<file path="config.mk">
export PLATFORM = sky130hd
export DESIGN_NAME = tbcr_regmap
export DESIGN_NICKNAME = d
export VERILOG_FILES = /design/src/tbcr_pkg.sv /design/src/tbcr_pin_if.sv /design/src/tbcr_pin_sync.sv /design/src/tbcr_regmap.sv
export SDC_FILE = /design/constraint.sdc
export NUM_CORES = 1
export LEC_CHECK = 0
export ABC_AREA = 0
export BUFFER_PORTS_ARGS = -buffer_cell sky130_fd_sc_hd__buf_2
export CAP_MARGIN = 25
export CORE_ASPECT_RATIO = 1.25
export CORE_UTILIZATION = 43
export CTS_BUF_LIST = sky130_fd_sc_hd__clkbuf_16
export CTS_CLUSTER_DIAMETER = 80
export DETAILED_ROUTE_END_ITERATION = 8
export PLACE_DENSITY = 0.79
export SKIP_LAST_GASP = 1
export SLEW_MARGIN = 20
export SYNTH_ARGS = -nofsm -noshare
export SYNTH_HDL_FRONTEND = slang
export SYNTH_HIERARCHICAL = 1
export SYNTH_SLANG_ARGS = --single-unit
</file>
<file path="constraint.sdc">
create_clock -name i_clk_sys -period 2.05 [get_ports i_clk_sys]
set_input_delay 0.41 -clock i_clk_sys [delete_from_list [all_inputs] [get_ports i_clk_sys]]
set_output_delay 0.41 -clock i_clk_sys [all_outputs]
set_load 0.005 [all_outputs]
</file>
<file path="src/tbcr_pkg.sv">
/*
 * Shared constants and types of the two-byte command register map:
 * command codes, status and control bit positions, update-mode commands
 * and state encodings.
 * Assumes a single 125 MHz system clock and an open-drain I2C pair.
 */
package tbcr_pkg;

  // i2c slave address; the value is arbitrary
  localparam logic [6:0]  DEV_ADDR       = 7'h2A;
  localparam logic        RW_READ        = 1'b1;
  localparam logic [2:0]  LAST_BIT       = 3'h7;

  // command codes, low byte at the even code, high byte at the odd one
  localparam logic [7:0]  CMD_STATUS     = 8'h00;
  localparam logic [7:0]  CMD_HW_VER     = 8'h04;
  localparam logic [7:0]  CMD_FW_VER     = 8'h06;
  localparam logic [7:0]  CMD_FAULT      = 8'h08;
  localparam logic [7:0]  CMD_BUS_V      = 8'h0A;
  localparam logic [7:0]  CMD_BUS_I      = 8'h0C;
  localparam logic [7:0]  CMD_MEAN_V     = 8'h12;
  localparam logic [7:0]  CMD_MEAN_I     = 8'h14;
  localparam logic [7:0]  CMD_TEMP_INT   = 8'h16;
  localparam logic [7:0]  CMD_TEMP_EXT   = 8'h18;
  localparam logic [7:0]  CMD_CHG_FAULT  = 8'h1A;
  localparam logic [7:0]  CMD_CONTROL    = 8'h1C;
  localparam logic [7:0]  CMD_CONTROL_HI = 8'h1D;

  localparam logic [15:0] FW_VERSION     = 16'h0104;
  localparam logic [15:0] CTRL_RESET     = 16'h0000;
  localparam logic [15:0] CUTOFF_MV      = 16'h0AF0;

  // status word bit positions
  localparam int ST_FAULT      = 15;
  localparam int ST_RSVD_HI    = 14;
  localparam int ST_RSVD_LO    = 13;
  localparam int ST_DRAIN_TERM = 12;
  localparam int ST_PULSE      = 11;
  localparam int ST_CP         = 10;
  localparam int ST_CI         = 9;
  localparam int ST_CHG_TERM   = 8;
  localparam int ST_CHARGING   = 7;
  localparam int ST_REMOTE     = 6;
  localparam int ST_SUPPLY_SRC = 5;
  localparam int ST_GAUGE_ON   = 4;
  localparam int ST_OUTSIDE_OK = 3;
  localparam int ST_CALIB      = 2;
  localparam int ST_UNDERV     = 1;
  localparam int ST_BATTERY    = 0;

  // control word bit positions
  localparam int CTL_CI     = 0;
  localparam int CTL_CP     = 1;
  localparam int CTL_PULSE  = 2;
  localparam int CTL_CHARGE = 3;

  // first byte of a write while in update mode
  localparam logic [7:0]  UPD_BEGIN  = 8'hA0;
  localparam logic [7:0]  UPD_DATA   = 8'hA1;
  localparam logic [7:0]  UPD_FINISH = 8'hA2;

  localparam logic [1:0]  SW_LOADER  = 2'h1;

  // synchronised pin vector
  localparam int          SYNC_W     = 4;
  localparam int          PIN_SCL    = 0;
  localparam int          PIN_SDA    = 1;
  localparam int          PIN_SW     = 2;
  localparam logic [3:0]  SYNC_RST   = 4'h3;

  typedef enum logic [2:0] {
    S_IDLE     = 3'h0,
    S_ADDR     = 3'h1,
    S_ADDR_ACK = 3'h2,
    S_RX       = 3'h3,
    S_RX_ACK   = 3'h4,
    S_TX       = 3'h5,
    S_TX_ACK   = 3'h6
  } tbcr_bus_st_t;

  typedef enum logic [1:0] {
    U_OFF   = 2'h0,
    U_ERASE = 2'h1,
    U_LOAD  = 2'h2,
    U_RESET = 2'h3
  } tbcr_upd_st_t;

endpackage : tbcr_pkg

</file>
<file path="src/tbcr_pin_if.sv">
/*
 * Carries raw pin levels into the synchroniser and the filtered levels back.
 * Assumes both ends run on i_clk_sys.
 */
interface tbcr_pin_if;
  logic [tbcr_pkg::SYNC_W-1:0] raw;
  logic [tbcr_pkg::SYNC_W-1:0] stable;
  modport sync (input raw, output stable);
  modport core (output raw, input stable);
endinterface : tbcr_pin_if

</file>
<file path="src/tbcr_pin_sync.sv">
/*
 * Three-stage pin synchroniser: a level is taken once stages two and three agree.
 * Assumes asynchronous pins; i2c lines idle high at reset.
 */
module tbcr_pin_sync (
  input  wire logic   i_clk_sys,
  input  wire logic   i_rst_n,
  tbcr_pin_if.sync    pins
);
  logic [tbcr_pkg::SYNC_W-1:0] st1_reg, st2_reg, st3_reg, out_reg;
  logic [tbcr_pkg::SYNC_W-1:0] out_next;

  // stage one feeds stage two only, so a glitch of a single clock never passes the agree test
  always_comb begin
    out_next = ((st2_reg ~^ st3_reg) & st3_reg) | ((st2_reg ^ st3_reg) & out_reg);
  end

  always_ff @(posedge i_clk_sys or negedge i_rst_n) begin
    if (!i_rst_n) begin
      st1_reg <= tbcr_pkg::SYNC_RST;
      st2_reg <= tbcr_pkg::SYNC_RST;
      st3_reg <= tbcr_pkg::SYNC_RST;
      out_reg <= tbcr_pkg::SYNC_RST;
    end else begin
      st1_reg <= pins.raw;
      st2_reg <= st1_reg;
      st3_reg <= st2_reg;
      out_reg <= out_next;
    end
  end

  assign pins.stable = out_reg;
endmodule : tbcr_pin_sync

</file>
<file path="src/tbcr_regmap.sv">
/*
 * I2C slave holding the 16-bit command map, discharge gating, and update mode.
 * Assumes the host drives SCL without stretching and the erase engine answers.
 */
// Function
// - every function is one 16-bit, two-byte command
// - consecutive code pair selects each command
// - command code transfer, then data transfer
// - status reads show live board state
// - update mode erases, programs, then resets
// - stays in update mode, accepts recovery update
// - status high bits 6:5 reserved, bit7 fault
// - cutoff flag set when discharge hits 2800 mV
// - undervoltage below 2800 blocks discharge, clears above
// - fault bit set when any fault present
module tbcr_regmap (
  input  wire logic        i_clk_sys,
  input  wire logic        i_rst_n,
  input  wire logic        i_scl,
  input  wire logic        i_sda,
  output logic             o_sda,
  output logic             o_sda_oe_n,
  input  wire logic [1:0]  i_mode_select_switch,
  input  wire logic [15:0] i_meas_mv,
  input  wire logic        i_meas_valid,
  input  wire logic [15:0] i_fault_flags,
  input  wire logic [15:0] i_hardware_version,
  input  wire logic [15:0] i_bus_voltage_mv,
  input  wire logic [15:0] i_bus_current_ma,
  input  wire logic [15:0] i_mean_voltage_mv,
  input  wire logic [15:0] i_mean_current_ma,
  input  wire logic [15:0] i_onboard_temperature,
  input  wire logic [15:0] i_remote_temperature,
  input  wire logic [15:0] i_charger_fault,
  input  wire logic        i_charge_term,
  input  wire logic        i_remote_sensor_present,
  input  wire logic        i_outside_supply_ok,
  input  wire logic        i_calib_regulator_on,
  input  wire logic        i_battery_connected,
  input  wire logic        i_erase_done,
  output logic             o_const_current_drain_active,
  output logic             o_const_power_drain_active,
  output logic             o_pulse_drain_active,
  output logic             o_charge_active,
  output logic             o_update_mode,
  output logic             o_erase_start,
  output logic [7:0]       o_prog_byte,
  output logic             o_prog_valid,
  output logic             o_self_reset
);
  tbcr_pin_if pins ();
  assign pins.raw = {i_mode_select_switch, i_sda, i_scl};
  tbcr_pin_sync u_sync (.i_clk_sys(i_clk_sys), .i_rst_n(i_rst_n), .pins(pins));
  logic       scl, sda, loader, start_ev, stop_ev, rise, fall;
  logic       scl_q_reg, sda_q_reg, loader_q_reg;
  assign scl    = pins.stable[tbcr_pkg::PIN_SCL];
  assign sda    = pins.stable[tbcr_pkg::PIN_SDA];
  assign loader = (pins.stable[tbcr_pkg::PIN_SW+1:tbcr_pkg::PIN_SW] == tbcr_pkg::SW_LOADER);
  assign start_ev = scl & scl_q_reg & sda_q_reg & ~sda;
  assign stop_ev  = scl & scl_q_reg & ~sda_q_reg & sda;
  assign rise     = scl & ~scl_q_reg;
  assign fall     = ~scl & scl_q_reg;
  tbcr_pkg::tbcr_bus_st_t st_reg, st_next;
  tbcr_pkg::tbcr_upd_st_t upd_reg, upd_next;
  logic [2:0]  bit_reg, bit_next;
  logic [7:0]  shift_reg, shift_next, ptr_reg, ptr_next;
  logic [15:0] ctrl_reg, ctrl_next;
  logic        rw_reg, rw_next, first_reg, first_next, phase_reg, phase_next;
  logic        oe_n_reg, oe_n_next, underv_reg, underv_next, term_reg, term_next;
  logic        ci_reg, ci_next, cp_reg, cp_next, pulse_reg, pulse_next, chg_reg, chg_next;
  logic [7:0]  upd_cmd_reg, upd_cmd_next, prog_byte_reg, prog_byte_next;
  logic        erase_reg, erase_next, prog_v_reg, prog_v_next, sreset_reg, sreset_next, mode_reg, mode_next;
  logic        rx_commit, drain_on, cutoff_hit, updating;
  logic [7:0]  rx_byte, rd_byte;
  logic [15:0] status_word, rd_word;
  assign updating   = (upd_reg != tbcr_pkg::U_OFF);
  assign rx_commit  = (st_reg == tbcr_pkg::S_RX) && rise && (bit_reg == tbcr_pkg::LAST_BIT);
  assign rx_byte    = {shift_reg[6:0], sda};
  assign drain_on   = ci_reg | cp_reg | pulse_reg;
  assign cutoff_hit = i_meas_valid && (i_meas_mv <= tbcr_pkg::CUTOFF_MV) && drain_on;
  // status is assembled from present state at each read, never latched
  always_comb begin
    status_word                          = '0;
    status_word[tbcr_pkg::ST_FAULT]      = |i_fault_flags;
    status_word[tbcr_pkg::ST_RSVD_HI:tbcr_pkg::ST_RSVD_LO] = 2'h0;
    status_word[tbcr_pkg::ST_DRAIN_TERM] = term_reg;
    status_word[tbcr_pkg::ST_PULSE]      = pulse_reg;
    status_word[tbcr_pkg::ST_CP]         = cp_reg;
    status_word[tbcr_pkg::ST_CI]         = ci_reg;
    status_word[tbcr_pkg::ST_CHG_TERM]   = i_charge_term;
    status_word[tbcr_pkg::ST_CHARGING]   = chg_reg;
    status_word[tbcr_pkg::ST_REMOTE]     = i_remote_sensor_present;
    status_word[tbcr_pkg::ST_SUPPLY_SRC] = 1'b1;
    status_word[tbcr_pkg::ST_GAUGE_ON]   = 1'b1;
    status_word[tbcr_pkg::ST_OUTSIDE_OK] = i_outside_supply_ok;
    status_word[tbcr_pkg::ST_CALIB]      = i_calib_regulator_on;
    status_word[tbcr_pkg::ST_UNDERV]     = underv_reg;
    status_word[tbcr_pkg::ST_BATTERY]    = i_battery_connected;
  end
  always_comb begin
    case ({ptr_reg[7:1], 1'b0})
      tbcr_pkg::CMD_STATUS:    rd_word = status_word;
      tbcr_pkg::CMD_HW_VER:    rd_word = i_hardware_version;
      tbcr_pkg::CMD_FW_VER:    rd_word = tbcr_pkg::FW_VERSION;
      tbcr_pkg::CMD_FAULT:     rd_word = i_fault_flags;
      tbcr_pkg::CMD_BUS_V:     rd_word = i_bus_voltage_mv;
      tbcr_pkg::CMD_BUS_I:     rd_word = i_bus_current_ma;
      tbcr_pkg::CMD_MEAN_V:    rd_word = i_mean_voltage_mv;
      tbcr_pkg::CMD_MEAN_I:    rd_word = i_mean_current_ma;
      tbcr_pkg::CMD_TEMP_INT:  rd_word = i_onboard_temperature;
      tbcr_pkg::CMD_TEMP_EXT:  rd_word = i_remote_temperature;
      tbcr_pkg::CMD_CHG_FAULT: rd_word = i_charger_fault;
      tbcr_pkg::CMD_CONTROL:   rd_word = ctrl_reg;
      default:                 rd_word = '0;
    endcase
    rd_byte = ptr_reg[0] ? rd_word[15:8] : rd_word[7:0];
  end
  // bus engine, command pointer, control word and measurement flags
  always_comb begin
    st_next = st_reg;  bit_next = bit_reg;  shift_next = shift_reg;  ptr_next = ptr_reg;
    rw_next = rw_reg;  first_next = first_reg;  phase_next = phase_reg;  oe_n_next = oe_n_reg;
    ctrl_next = ctrl_reg;
    case (st_reg)
      tbcr_pkg::S_ADDR: if (rise) begin
        shift_next = rx_byte;
        bit_next   = bit_reg + 3'h1;
        if (bit_reg == tbcr_pkg::LAST_BIT) begin
          st_next    = (shift_reg[6:0] == tbcr_pkg::DEV_ADDR) ? tbcr_pkg::S_ADDR_ACK : tbcr_pkg::S_IDLE;
          rw_next    = sda;
          first_next = (sda != tbcr_pkg::RW_READ);
        end
      end
      tbcr_pkg::S_ADDR_ACK, tbcr_pkg::S_RX_ACK: if (fall) begin
        phase_next = ~phase_reg;
        oe_n_next  = phase_reg;
        if (phase_reg) begin
          if (st_reg == tbcr_pkg::S_ADDR_ACK && rw_reg == tbcr_pkg::RW_READ) begin
            st_next    = tbcr_pkg::S_TX;
            shift_next = rd_byte;
            oe_n_next  = rd_byte[7];
            ptr_next   = ptr_reg + 8'h01;
          end else begin
            st_next = tbcr_pkg::S_RX;
          end
        end
      end
      tbcr_pkg::S_RX: if (rise) begin
        shift_next = rx_byte;
        bit_next   = bit_reg + 3'h1;
        if (rx_commit) begin
          st_next    = tbcr_pkg::S_RX_ACK;
          first_next = 1'b0;
          if (first_reg) begin
            ptr_next = rx_byte;
          end else if (!updating) begin
            if (ptr_reg == tbcr_pkg::CMD_CONTROL)    ctrl_next[7:0]  = rx_byte;
            if (ptr_reg == tbcr_pkg::CMD_CONTROL_HI) ctrl_next[15:8] = rx_byte;
            ptr_next = ptr_reg + 8'h01;
          end
        end
      end
      tbcr_pkg::S_TX: begin
        if (rise) begin
          bit_next = bit_reg + 3'h1;
          if (bit_reg == tbcr_pkg::LAST_BIT) st_next = tbcr_pkg::S_TX_ACK;
        end else if (fall) begin
          shift_next = {shift_reg[6:0], 1'b0};
          oe_n_next  = shift_reg[6];
        end
      end
      tbcr_pkg::S_TX_ACK: begin
        if (fall && !phase_reg) oe_n_next = 1'b1;
        if (rise) begin
          phase_next = 1'b1;
          if (sda) st_next = tbcr_pkg::S_IDLE;
        end else if (fall && phase_reg) begin
          phase_next = 1'b0;
          st_next    = tbcr_pkg::S_TX;
          shift_next = rd_byte;
          oe_n_next  = rd_byte[7];
          ptr_next   = ptr_reg + 8'h01;
        end
      end
      default: ;
    endcase
    if (start_ev) begin
      st_next = tbcr_pkg::S_ADDR;  bit_next = '0;  phase_next = 1'b0;  oe_n_next = 1'b1;
    end else if (stop_ev) begin
      st_next = tbcr_pkg::S_IDLE;  phase_next = 1'b0;  oe_n_next = 1'b1;
    end
    // a drain that reaches the cutoff stops and leaves its flag behind
    if (cutoff_hit) begin
      ctrl_next[tbcr_pkg::CTL_CI]    = 1'b0;
      ctrl_next[tbcr_pkg::CTL_CP]    = 1'b0;
      ctrl_next[tbcr_pkg::CTL_PULSE] = 1'b0;
    end
    underv_next = underv_reg;
    if (i_meas_valid && i_meas_mv < tbcr_pkg::CUTOFF_MV) underv_next = 1'b1;
    else if (i_meas_valid && i_meas_mv > tbcr_pkg::CUTOFF_MV) underv_next = 1'b0;
    // the flag clears on any data byte written, but a cutoff in that cycle wins
    term_next = (term_reg && !(rx_commit && !first_reg)) || cutoff_hit;
    ci_next    = ctrl_reg[tbcr_pkg::CTL_CI]    && !underv_reg && !updating;
    cp_next    = ctrl_reg[tbcr_pkg::CTL_CP]    && !underv_reg && !updating;
    pulse_next = ctrl_reg[tbcr_pkg::CTL_PULSE] && !underv_reg && !updating;
    chg_next   = ctrl_reg[tbcr_pkg::CTL_CHARGE] && !updating;
  end
  // update mode: entered on the switch reaching the loader position
  always_comb begin
    upd_next = upd_reg;  upd_cmd_next = upd_cmd_reg;  prog_byte_next = prog_byte_reg;
    erase_next = 1'b0;  prog_v_next = 1'b0;  sreset_next = 1'b0;
    case (upd_reg)
      tbcr_pkg::U_OFF: if (loader && !loader_q_reg) begin
        upd_next   = tbcr_pkg::U_ERASE;
        erase_next = 1'b1;
      end
      tbcr_pkg::U_ERASE: if (i_erase_done) upd_next = tbcr_pkg::U_LOAD;
      tbcr_pkg::U_LOAD: if (rx_commit) begin
        if (first_reg) begin
          upd_cmd_next = rx_byte;
          if (rx_byte == tbcr_pkg::UPD_BEGIN) begin
            upd_next   = tbcr_pkg::U_ERASE;
            erase_next = 1'b1;
          end else if (rx_byte == tbcr_pkg::UPD_FINISH) begin
            upd_next = tbcr_pkg::U_RESET;
          end
        end else if (upd_cmd_reg == tbcr_pkg::UPD_DATA) begin
          prog_byte_next = rx_byte;
          prog_v_next    = 1'b1;
        end
      end
      tbcr_pkg::U_RESET: begin
        upd_next    = tbcr_pkg::U_OFF;
        sreset_next = 1'b1;
      end
      default: upd_next = tbcr_pkg::U_OFF;
    endcase
    mode_next = (upd_next != tbcr_pkg::U_OFF);
  end
  always_ff @(posedge i_clk_sys or negedge i_rst_n) begin
    if (!i_rst_n) begin
      st_reg <= tbcr_pkg::S_IDLE;  bit_reg <= '0;  shift_reg <= '0;  ptr_reg <= tbcr_pkg::CMD_STATUS;
      rw_reg <= 1'b0;  first_reg <= 1'b0;  phase_reg <= 1'b0;  oe_n_reg <= 1'b1;
      ctrl_reg <= tbcr_pkg::CTRL_RESET;  underv_reg <= 1'b0;  term_reg <= 1'b0;
      ci_reg <= 1'b0;  cp_reg <= 1'b0;  pulse_reg <= 1'b0;  chg_reg <= 1'b0;
      scl_q_reg <= 1'b1;  sda_q_reg <= 1'b1;  loader_q_reg <= 1'b0;
      upd_reg <= tbcr_pkg::U_OFF;  upd_cmd_reg <= '0;  prog_byte_reg <= '0;
      erase_reg <= 1'b0;  prog_v_reg <= 1'b0;  sreset_reg <= 1'b0;  mode_reg <= 1'b0;
    end else begin
      st_reg <= st_next;  bit_reg <= bit_next;  shift_reg <= shift_next;  ptr_reg <= ptr_next;
      rw_reg <= rw_next;  first_reg <= first_next;  phase_reg <= phase_next;  oe_n_reg <= oe_n_next;
      ctrl_reg <= ctrl_next;  underv_reg <= underv_next;  term_reg <= term_next;
      ci_reg <= ci_next;  cp_reg <= cp_next;  pulse_reg <= pulse_next;  chg_reg <= chg_next;
      scl_q_reg <= scl;  sda_q_reg <= sda;  loader_q_reg <= loader;
      upd_reg <= upd_next;  upd_cmd_reg <= upd_cmd_next;  prog_byte_reg <= prog_byte_next;
      erase_reg <= erase_next;  prog_v_reg <= prog_v_next;  sreset_reg <= sreset_next;  mode_reg <= mode_next;
    end
  end
  assign o_sda                        = 1'b0;
  assign o_sda_oe_n                   = oe_n_reg;
  assign o_const_current_drain_active = ci_reg;
  assign o_const_power_drain_active   = cp_reg;
  assign o_pulse_drain_active         = pulse_reg;
  assign o_charge_active              = chg_reg;
  assign o_update_mode                = mode_reg;
  assign o_erase_start                = erase_reg;
  assign o_prog_byte                  = prog_byte_reg;
  assign o_prog_valid                 = prog_v_reg;
  assign o_self_reset                 = sreset_reg;
endmodule : tbcr_regmap

</file>
# [Word level (Yosys, flattened, before mapping)]
# Cells that the tools add are included.
[totals] regBits=88 in_bits=173 output_inout_bits=18 elab_cells=260
[classes] n_addsub=2 order_cmp=3 n_eq_ne=55 n_mux=88 n_bitwise=21 n_reduce_logical=60
[ops] op="$pmux W16 S12" n=1
[ops] op="$mux W8" n=10
[ops] op="$mux W3" n=24
[ops] op="$mux W7" n=8
[ops] op="$eq A7 B4 Y1 const B" n=6
[ops] op="$ne A4 B4 Y1 const B" n=10
[ops] op="$mux W1" n=30
[ops] op="$pmux W7 S4" n=1
[ops] op="$eq A8 B8 Y1 const B" n=3
[ops] op="$ne A2 B2 Y1 const B" n=12
[ops] op="$pmux W8 S3" n=1
[ops] op="$eq A7 B3 Y1 const B" n=3
[ops] op="$reduce_bool A2 Y1" n=10
[ops] op="$logic_and A1 B1 Y1" n=19
[ops] op="$reduce_and A6 Y1" n=3
[ops] op="$reduce_and A9 Y1" n=2
[ops] op="$eq A8 B5 Y1 const B" n=2
[ops] op="$gt A16 B12 Y1 const B" n=1
[ops] op="$le A16 B12 Y1 const B" n=1
[ops] op="$lt A16 B12 Y1 const B" n=1
[ops] op="$reduce_or A16 Y1" n=1
[ops] op="$pmux W3 S5" n=1
[ops] op="$eq A7 B2 Y1 const B" n=2
[ops] op="$mux W2" n=7
[ops] op="other kinds (37)" n=70

# [Logic depth before layout (Yosys ltp)]
# Gate-level depths: netlist (run 1).
[depth] depth_word=9 ltp_mapped=9

# [Cells and area by module]
# Netlist (run 1), hierarchy kept.
[modules_own_cells] module="tbcr_regmap" instances=1 cells_each=591 area_per_inst_um2=5266.3 seq_area_each_um2=1805.5
[modules_own_cells] module="tbcr_pin_sync" instances=1 cells_each=24 area_per_inst_um2=490.5 seq_area_each_um2=410.4

# [Worst setup path after synthesis (run 1)]
# No wires, ideal clock.
[synth_timing] path_type="register to register" from="register bit_reg[0]" to="register ctrl_reg[8]" setup_time_ns=0.125 arrival_time_ns=2.112 setup_slack_ns=-0.187 path_stages_with_launch=8 path_buffers=0 synth_period_minus_slack_ns=2.237 cell_sequence="dfrtp_1 ha_1 ha_1 nand3b_4 or3_4 nor4_4 nand2_4 mux2_4"
[synth_via] elab_chain_cells=3
[synth_rtl] item="from (decl)" line_no="tbcr_regmap.sv:65" rtl="logic [2:0] bit_reg, bit_next;"
[synth_rtl] item="from (signal assigned)" line_no="tbcr_regmap.sv:249" rtl="st_reg <= st_next; bit_reg <= bit_next; shift_reg <= shift_next; ptr_reg <= ptr_next;"
[synth_rtl] item="$eq A3 B3 Y1" line_no="tbcr_regmap.sv:77" rtl="assign rx_commit = (st_reg == tbcr_pkg::S_RX) && rise && (bit_reg == tbcr_pkg::LAST_BIT);"
[synth_rtl] item="$logic_and A1 B1 Y1" line_no="tbcr_regmap.sv:77"
[synth_rtl] item="$reduce_and A6 Y1 (no line)"
[synth_rtl] item="to (signal assigned)" line_no="tbcr_regmap.sv:251" rtl="ctrl_reg <= ctrl_next; underv_reg <= underv_next; term_reg <= term_next;"
[synth_rtl] item="to (decl)" line_no="tbcr_regmap.sv:67" rtl="logic [15:0] ctrl_reg, ctrl_next;"
# No other way between the ends.
# A chain may end at the register's enable or synchronous reset.

# [Worst setup path in the final report (run 1)]
[layout_timing] from="register ptr_reg[5]" to="register shift_reg[4]"
[layout_via] elab_chain_cells=7 word_cells_on_any_way=20 classes_between="eq/ne (11); mux (8); reduce/logical (1)"
[layout_rtl] item="from (decl)" line_no="tbcr_regmap.sv:66" rtl="logic [7:0] shift_reg, shift_next, ptr_reg, ptr_next;"
[layout_rtl] item="from (signal assigned)" line_no="tbcr_regmap.sv:249"
[layout_rtl] item="$eq A7 B4 Y1 (tied with other cells)" line_no="tbcr_regmap.sv:101" rtl="case ({ptr_reg[7:1], 1'b0})"
[layout_rtl] item="$pmux W16 S12 *" line_no="tbcr_regmap.sv:101"
[layout_rtl] item="$mux W8 *" line_no="tbcr_regmap.sv:116" rtl="rd_byte = ptr_reg[0] ? rd_word[15:8] : rd_word[7:0];"
[layout_rtl] item="$mux W7" line_no="tbcr_regmap.sv:137" rtl="if (st_reg == tbcr_pkg::S_ADDR_ACK && rw_reg == tbcr_pkg::RW_READ) begin"
[layout_rtl] item="$mux W7" line_no="tbcr_regmap.sv:136" rtl="if (phase_reg) begin"
[layout_rtl] item="$mux W7" line_no="tbcr_regmap.sv:133" rtl="tbcr_pkg::S_ADDR_ACK, tbcr_pkg::S_RX_ACK: if (fall) begin"
[layout_rtl] item="$pmux W7 S4 *" line_no="tbcr_regmap.sv:123" rtl="case (st_reg)"
[layout_rtl] item="to (signal assigned)" line_no="tbcr_regmap.sv:249"
[layout_rtl] item="to (decl)" line_no="tbcr_regmap.sv:66"
# Every way passes the cells marked *; elsewhere a longest branch is shown, timed or not. The select of a mux whose other input is x is not followed.

==> results of run 1 <==
[layout make-up]
class,count,area share (%)
Multi-Input combinational cell,473,42.51
Sequential cell,88,27.49
Timing Repair Buffer,303,23.29
Clock buffer,9,2.789
Tap cell,168,2.603
Clock inverter,7,0.8988
Inverter,9,0.4184
[Yosys cell counts, types with 8 or more instances]
master,number
nor2_1,31
ha_1,9
a211oi_1,9
clkbuf_1,24
and2_1,10
nor4_1,10
a221oi_1,16
a22oi_1,21
nand3_1,30
a21oi_1,32
o21ai_0,35
buf_2,13
mux2i_1,10
nand2_1,59
mux2_2,19
mux2_4,9
nor2b_1,10
dfstp_2,11
nand4_1,8
dfrtp_1,77
a22o_1,8
nor3_1,17
nand2b_1,9
[worst max-delay path, cell delays in order (launching register included)]
cell      delay, ns
dfrtp_1        0.42
or3_4          0.43
nor3_4         0.26
buf_6          0.17
buf_6          0.11
a22oi_2        0.05
a31oi_1        0.24
a21oi_1        0.14
o221ai_1       0.18
[worst paths after layout]
path | endpoint | slack (ns) | cells past startpoint
setup / recovery | shift_reg[4] | -0.05 | 8
hold / removal | u_sync/st1_reg[1] | 0.16 | 1
setup reg to reg | shift_reg[4] | -0.05 | 8
hold reg to reg | u_sync/st2_reg[2] | 0.35 | 0
max in group asynchronous | ptr_reg[1] | 0.89 | 3
min in group asynchronous | ctrl_reg[3] | 0.52 | 2
[through the flow]
stage	instance area (sq um)	util, %
4_1_cts	7863	60.99
5_1_grt	8074	62.63
2_1_floorplan	5772	-
3_3_place_gp	7442	57.73
3_5_place_dp	7442	57.73
6_report	8074	62.63
[power breakdown]
| part | switching (mW) | internal, mW |
|---|---|---|
| logic | 1.55 | 1.21 |
| registers | 0.356 | 2.05 |
| clock network | 0.703 | 0.946 |
| total | 2.61 | 4.20 |
[metal layers]
metal	share of wire, %	up-vias
met5	0	-
met4	5.9	0
met3	8.8	97
met2	49	416
met1	36	2987
li1	-	2874
[kinds of logic (layout without fill, tap and decap cells)]
kind of cell             count (synthesis)  count (layout)
other                                    1               1
multiplexers                            40              40
adder cells (fa/ha/maj)                  9               9
XOR/XNOR                                 3               3
AND/OR/NAND/NOR                        232             233
buffers and inverters                   55             328
AO/OA/AOI/OAI                          187             187
flip-flops                              88              88
[timing repair]
item                                    CTS  global route
gates resized for setup                  14            33
setup buffers                             7             9
cloned                                    0             2
hold buffers                              1             0
endpoints found under the setup margin    7            26
pin swaps                                13            12
hold endpoints to repair                 12             0
==> impl_metrics.yaml, run 1 <==
grt:
  grt_pass1_vias: 6284
  overflow: 0
  grt_use_met2_pct: 54.61
  grt_pass1_wl_um: 33200
  top_usage_layer: "met2"
  grtUsageMet3_pct: 6.151
  grtUsageMet1_pct: 35.98
  antenna_found_initial: 0
  grt_max_degree: 46
  grt_util_all_layers_pct: 31.48
synthesis:
  synth-edff-count: 0
  synth-simple-area-share_pct: 23.00
  yosysWarnings: 6
  yosys-mux-area-fraction_pct: 8.585
  synth_top_area_share_pct: 33.47
  syn_area_per_cell_sq_um: 9.361
  synthTopCellsByArea: "dfrtp_1 (33%), dfstp_2 (5.0%), nand2_1 (3.8%)"
  ys_types: 77
  synth_largest_area_cell: "dfrtp_1"
  synth-xor-area-share_pct: 0.4564
  synthCells: 615
  netlist_area_sq_um: 5757
  synthFlopType: "dfrtp_1"
  synth_nets: 797
  synthAdderAreaFrac_pct: 1.956
  ys_seq_elements: 88
  synth_top_family_by_area: "simple AND/OR/NAND/NOR gates"
  async_flop_share_pct: 100.0
  synth_compound_area_share_pct: 22.80
  yosysSeqAreaShare_pct: 38.49
cells_and_area:
  largest_register_ffs: 16
  seq_area_sq_um: 2220
  finalNetCount: 1066
  drive_gt1_share_pct: 46.57
  fin_cells: 1057
  areaGrowthSynthToFinish_pct: 40.25
  multi_input_area_sq_um: 3432
  fill_cells: 1094
  final_cell_mix: "buf_2 (188), buf_4 (99), dfrtp_1 (74)"
  diodes: 0
  layout_commonest_cell: "buf_2"
cts:
  cts_buffers: 9
  clk_pin_slew_worst_paths_ns: 0.06
  root_buffer: "clkbuf_16"
  cts_tree: "done"
  htree_levels: 3
  clockBufferDepth: 2
  cts_sinks: 88
  insertion_delay_ns: 0.35
routing:
  wl_um: 22420
  first_pass_iters: 8
  postRouteAntennaNets: 0
  drcViolationCount: 0
  via_per_inst: 6.030
  dr.first_iter.drc_count: 554
  vias: 6374
  wl_per_cell_um: 21.21
placement:
  port_buffers: 189
  hpwl_um: 17090
  gp_congestion: 1.007
  pre_cts_ws_ns: -0.09950
  placed_cells: 1022
timing:
  whs_ns: 0.1593
  rsz0062_at_grt: "yes"
  finalCritPeriodShare_pct: 102.3
  tightest_slew_ns: 0.6333
  hold_viol_final: 0
  finalSetupViolCount: 8
  slew_headroom_pct: 57.62
  maxSlewViolCount: 0
  min_period_ns: 2.097
  finalClockSkew_ns: 0.008782
  fin_setup_tns_ns: -0.1705
  fmax_mhz: 476.8
  layout_setup_ws_ns: -0.04734
setup_path:
  end_kind: "flop"
  crit_start: "ptr_reg[5]"
  critPathArrivalTime_ns: 2.35
  timing_worst_setup_path_type: "flop to flop"
  cp_max_fo: 6
  r2r-start: "ptr_reg[5]"
  start_kind: "flop"
  cp.required_ns: 2.30
floorplanning:
  start_util_pct: 44.65
  ioPinCount: 191
  chipHeight_um: 131.4
  die_area_sq_um: 13860
  rows: 46
  die_w_um: 105.5
  core_area_sq_um: 12890
job:
  drv_cap: 0
pwr:
  ir_drop_uv: 513.1
  finalPower_mw: 6.805
  p_leak_nw: 3.775
  power_density_nw_per_um2: 842.8
run_status:
  violations: "setup timing"
  status: "finished, violations left"
worst_hold_path:
  min_from: "i_sda"
  hold_path_class: "input port to flop"
Power figures use the tool's default switching activity.
==> run 2, diff against run 1 <==
--- a/config.mk
+++ b/config.mk
@@ -9,8 +9,9 @@
 export BUFFER_PORTS_ARGS = -buffer_cell sky130_fd_sc_hd__buf_2
 export CAP_MARGIN = 25
 export CORE_ASPECT_RATIO = 1.25
+export CORE_MARGIN = 2
 export CORE_UTILIZATION = 43
-export CTS_BUF_LIST = sky130_fd_sc_hd__clkbuf_16
+export CTS_BUF_LIST = sky130_fd_sc_hd__clkbuf_8
 export CTS_CLUSTER_DIAMETER = 80
 export DETAILED_ROUTE_END_ITERATION = 8
 export PLACE_DENSITY = 0.79
==> impl_metrics.yaml, run 2 (synthesis gave the netlist of run 1 again) <==
worst_hold_path:
  worstHoldPathCells: 1
  hold_path_class: "input port to flop"
  min_from: "i_sda"
  hold_path_end: "u_sync/st1_reg[1]"
cells_and_area:
  diodes: 0
  drive_gt1_share_pct: 47.02
  design_area_sq_um: 8065
  areaGrowthSynthToFinish_pct: 40.10
  final_cell_mix: "buf_2 (190), buf_4 (93), dfrtp_1 (75)"
  finalNetCount: 1066
  fin_cells: 1060
  layout_commonest_cell: "buf_2"
  largest_register_ffs: 16
floorplanning:
  ioPinCount: 191
  start_util_pct: 43.70
  rows: 47
  die_w_um: 107.5
  die_area_sq_um: 14340
  core_area_sq_um: 13170
  chipHeight_um: 133.4
placement:
  gp_congestion: 1.006
  placed_cells: 1025
  port_buffers: 189
  pre_cts_ws_ns: -0.1294
  hpwl_um: 17430
  placed_area_sq_um: 7508
cts:
  htree_levels: 3
  insertion_delay_ns: 0.38
  cts_buffers: 9
  clk_pin_slew_worst_paths_ns: 0.09
  cts_tree: "done"
  cts_sinks: 88
  root_buffer: "clkbuf_8"
  clockBufferDepth: 2
grt:
  grt_pass1_vias: 6282
  overflow: 0
  grt_pass1_wl_um: 32930
  grt_util_all_layers_pct: 30.14
  antenna_found_initial: 0
  grt_max_degree: 34
setup_path:
  worst_r2r_endpoint: "ctrl_reg[6]"
  crit_start: "bit_reg[1]"
  critPathArrivalTime_ns: 2.31
  end_kind: "flop"
  rr_worst_depth: 8
  timing_worst_setup_path_type: "flop to flop"
  r2r_slack_ns: 0.005
  cp_max_fo: 7
  start_kind: "flop"
  r2r-start: "bit_reg[1]"
  cp.required_ns: 2.31
routing:
  wl_um: 22720
  postRouteAntennaNets: 0
  vias: 6405
  dr.first_iter.drc_count: 533
  first_pass_iters: 6
  via_per_inst: 6.042
  drcViolationCount: 0
  wl_per_cell_um: 21.44
timing:
  maxSlewViolCount: 0
  tightest_slew_ns: 0.5936
  hold_viol_final: 0
  fmax_mhz: 489.0
  finalSetupViolCount: 0
  rsz0062_at_grt: "yes"
  finalCritPeriodShare_pct: 99.75
  slew_headroom_pct: 60.19
  min_period_ns: 2.045
  layout_setup_ws_ns: 0.005095
  finalClockSkew_ns: 0.01980
pwr:
  power_density_nw_per_um2: 791.7
  finalPower_mw: 6.385
  p_leak_nw: 3.744
  ir_drop_uv: 509.6
run_status:
  status: "complete, no violations"
job:
  drv_cap: 0
run 2: cell count changes in the layout (fill, tap and decap cells not counted), moves of 6 or more:
cell       delta
clkbuf_16     -9
clkbuf_8      +9
buf_4         -6
buf_12        +6
run 2: stage by stage:
stage	hold WS (ns)	utilization (%)	TNS, ns
3_5_place_dp	0.3365	57.00	-0.2213
2_1_floorplan	0.1144	-	0
6_report	0.1252	61.23	0
3_3_place_gp	0.3321	57.00	-0.1107
5_1_grt	0.1092	61.23	-0.6205
4_1_cts	0.1143	58.92	-0.1803
run 2: worst max-delay path by stage:
| stage | to | slack (ns) | cells past startpoint |
|---|---|---|---|
| 2_1_floorplan | ctrl_reg[8] | 0.0007 | 6 |
| 6_report | ctrl_reg[6] | 0.005 | 8 |
| 3_3_place_gp | shift_reg[3] | -0.07 | 7 |
| 5_1_grt | ctrl_reg[6] | -0.06 | 8 |
| 3_5_place_dp | shift_reg[3] | -0.13 | 7 |
| 4_1_cts | shift_reg[2] | -0.07 | 8 |
run 2: area by class of cell:
type,count,area (sq um)
inverter,9,33.78
clock buffer,9,123.9
fill,1129,5107
clock inverter,7,71.32
tap,171,214.0
sequential,88,2218
timing repair buffer,303,1943
multi-input combinational,473,3461
run 2: what timing repair did:
action,CTS,global route
setup buffers,3,12
gates cloned,0,3
pin swaps,1,16
endpoints found under the setup margin,15,29
endpoints found under the hold margin,19,0
resized for setup,5,44
hold buffers,1,0
run 2: routing by layer:
layer | part of all wire [%] | wire length, um | global-route usage [%]
met2 | 49 | 11050 | 50.87
met3 | 8.9 | 2022 | 6.898
met4 | 6.8 | 1555 | 19.30
met5 | 0 | 0 | 0
met1 | 36 | 8090 | 33.86
run 2: power by group:
group | internal [mW] | total [mW] | switching (mW) | leakage, nW
Clock | 0.563 | 1.22 | 0.661 | 0.0970
Combinational | 1.22 | 2.76 | 1.54 | 2.52
Sequential | 2.04 | 2.40 | 0.359 | 1.13
Total | 3.83 | 6.39 | 2.56 | 3.74
run 2: critical path: stages (launching register included):
cell and delay, ns:
dfrtp_1 0.37, ha_2 0.20, ha_4 0.15, nand3b_4 0.07, or3_4 0.36, nor4_4 0.17, buf_6 0.21, nand2_8 0.09
mux2_4 0.31
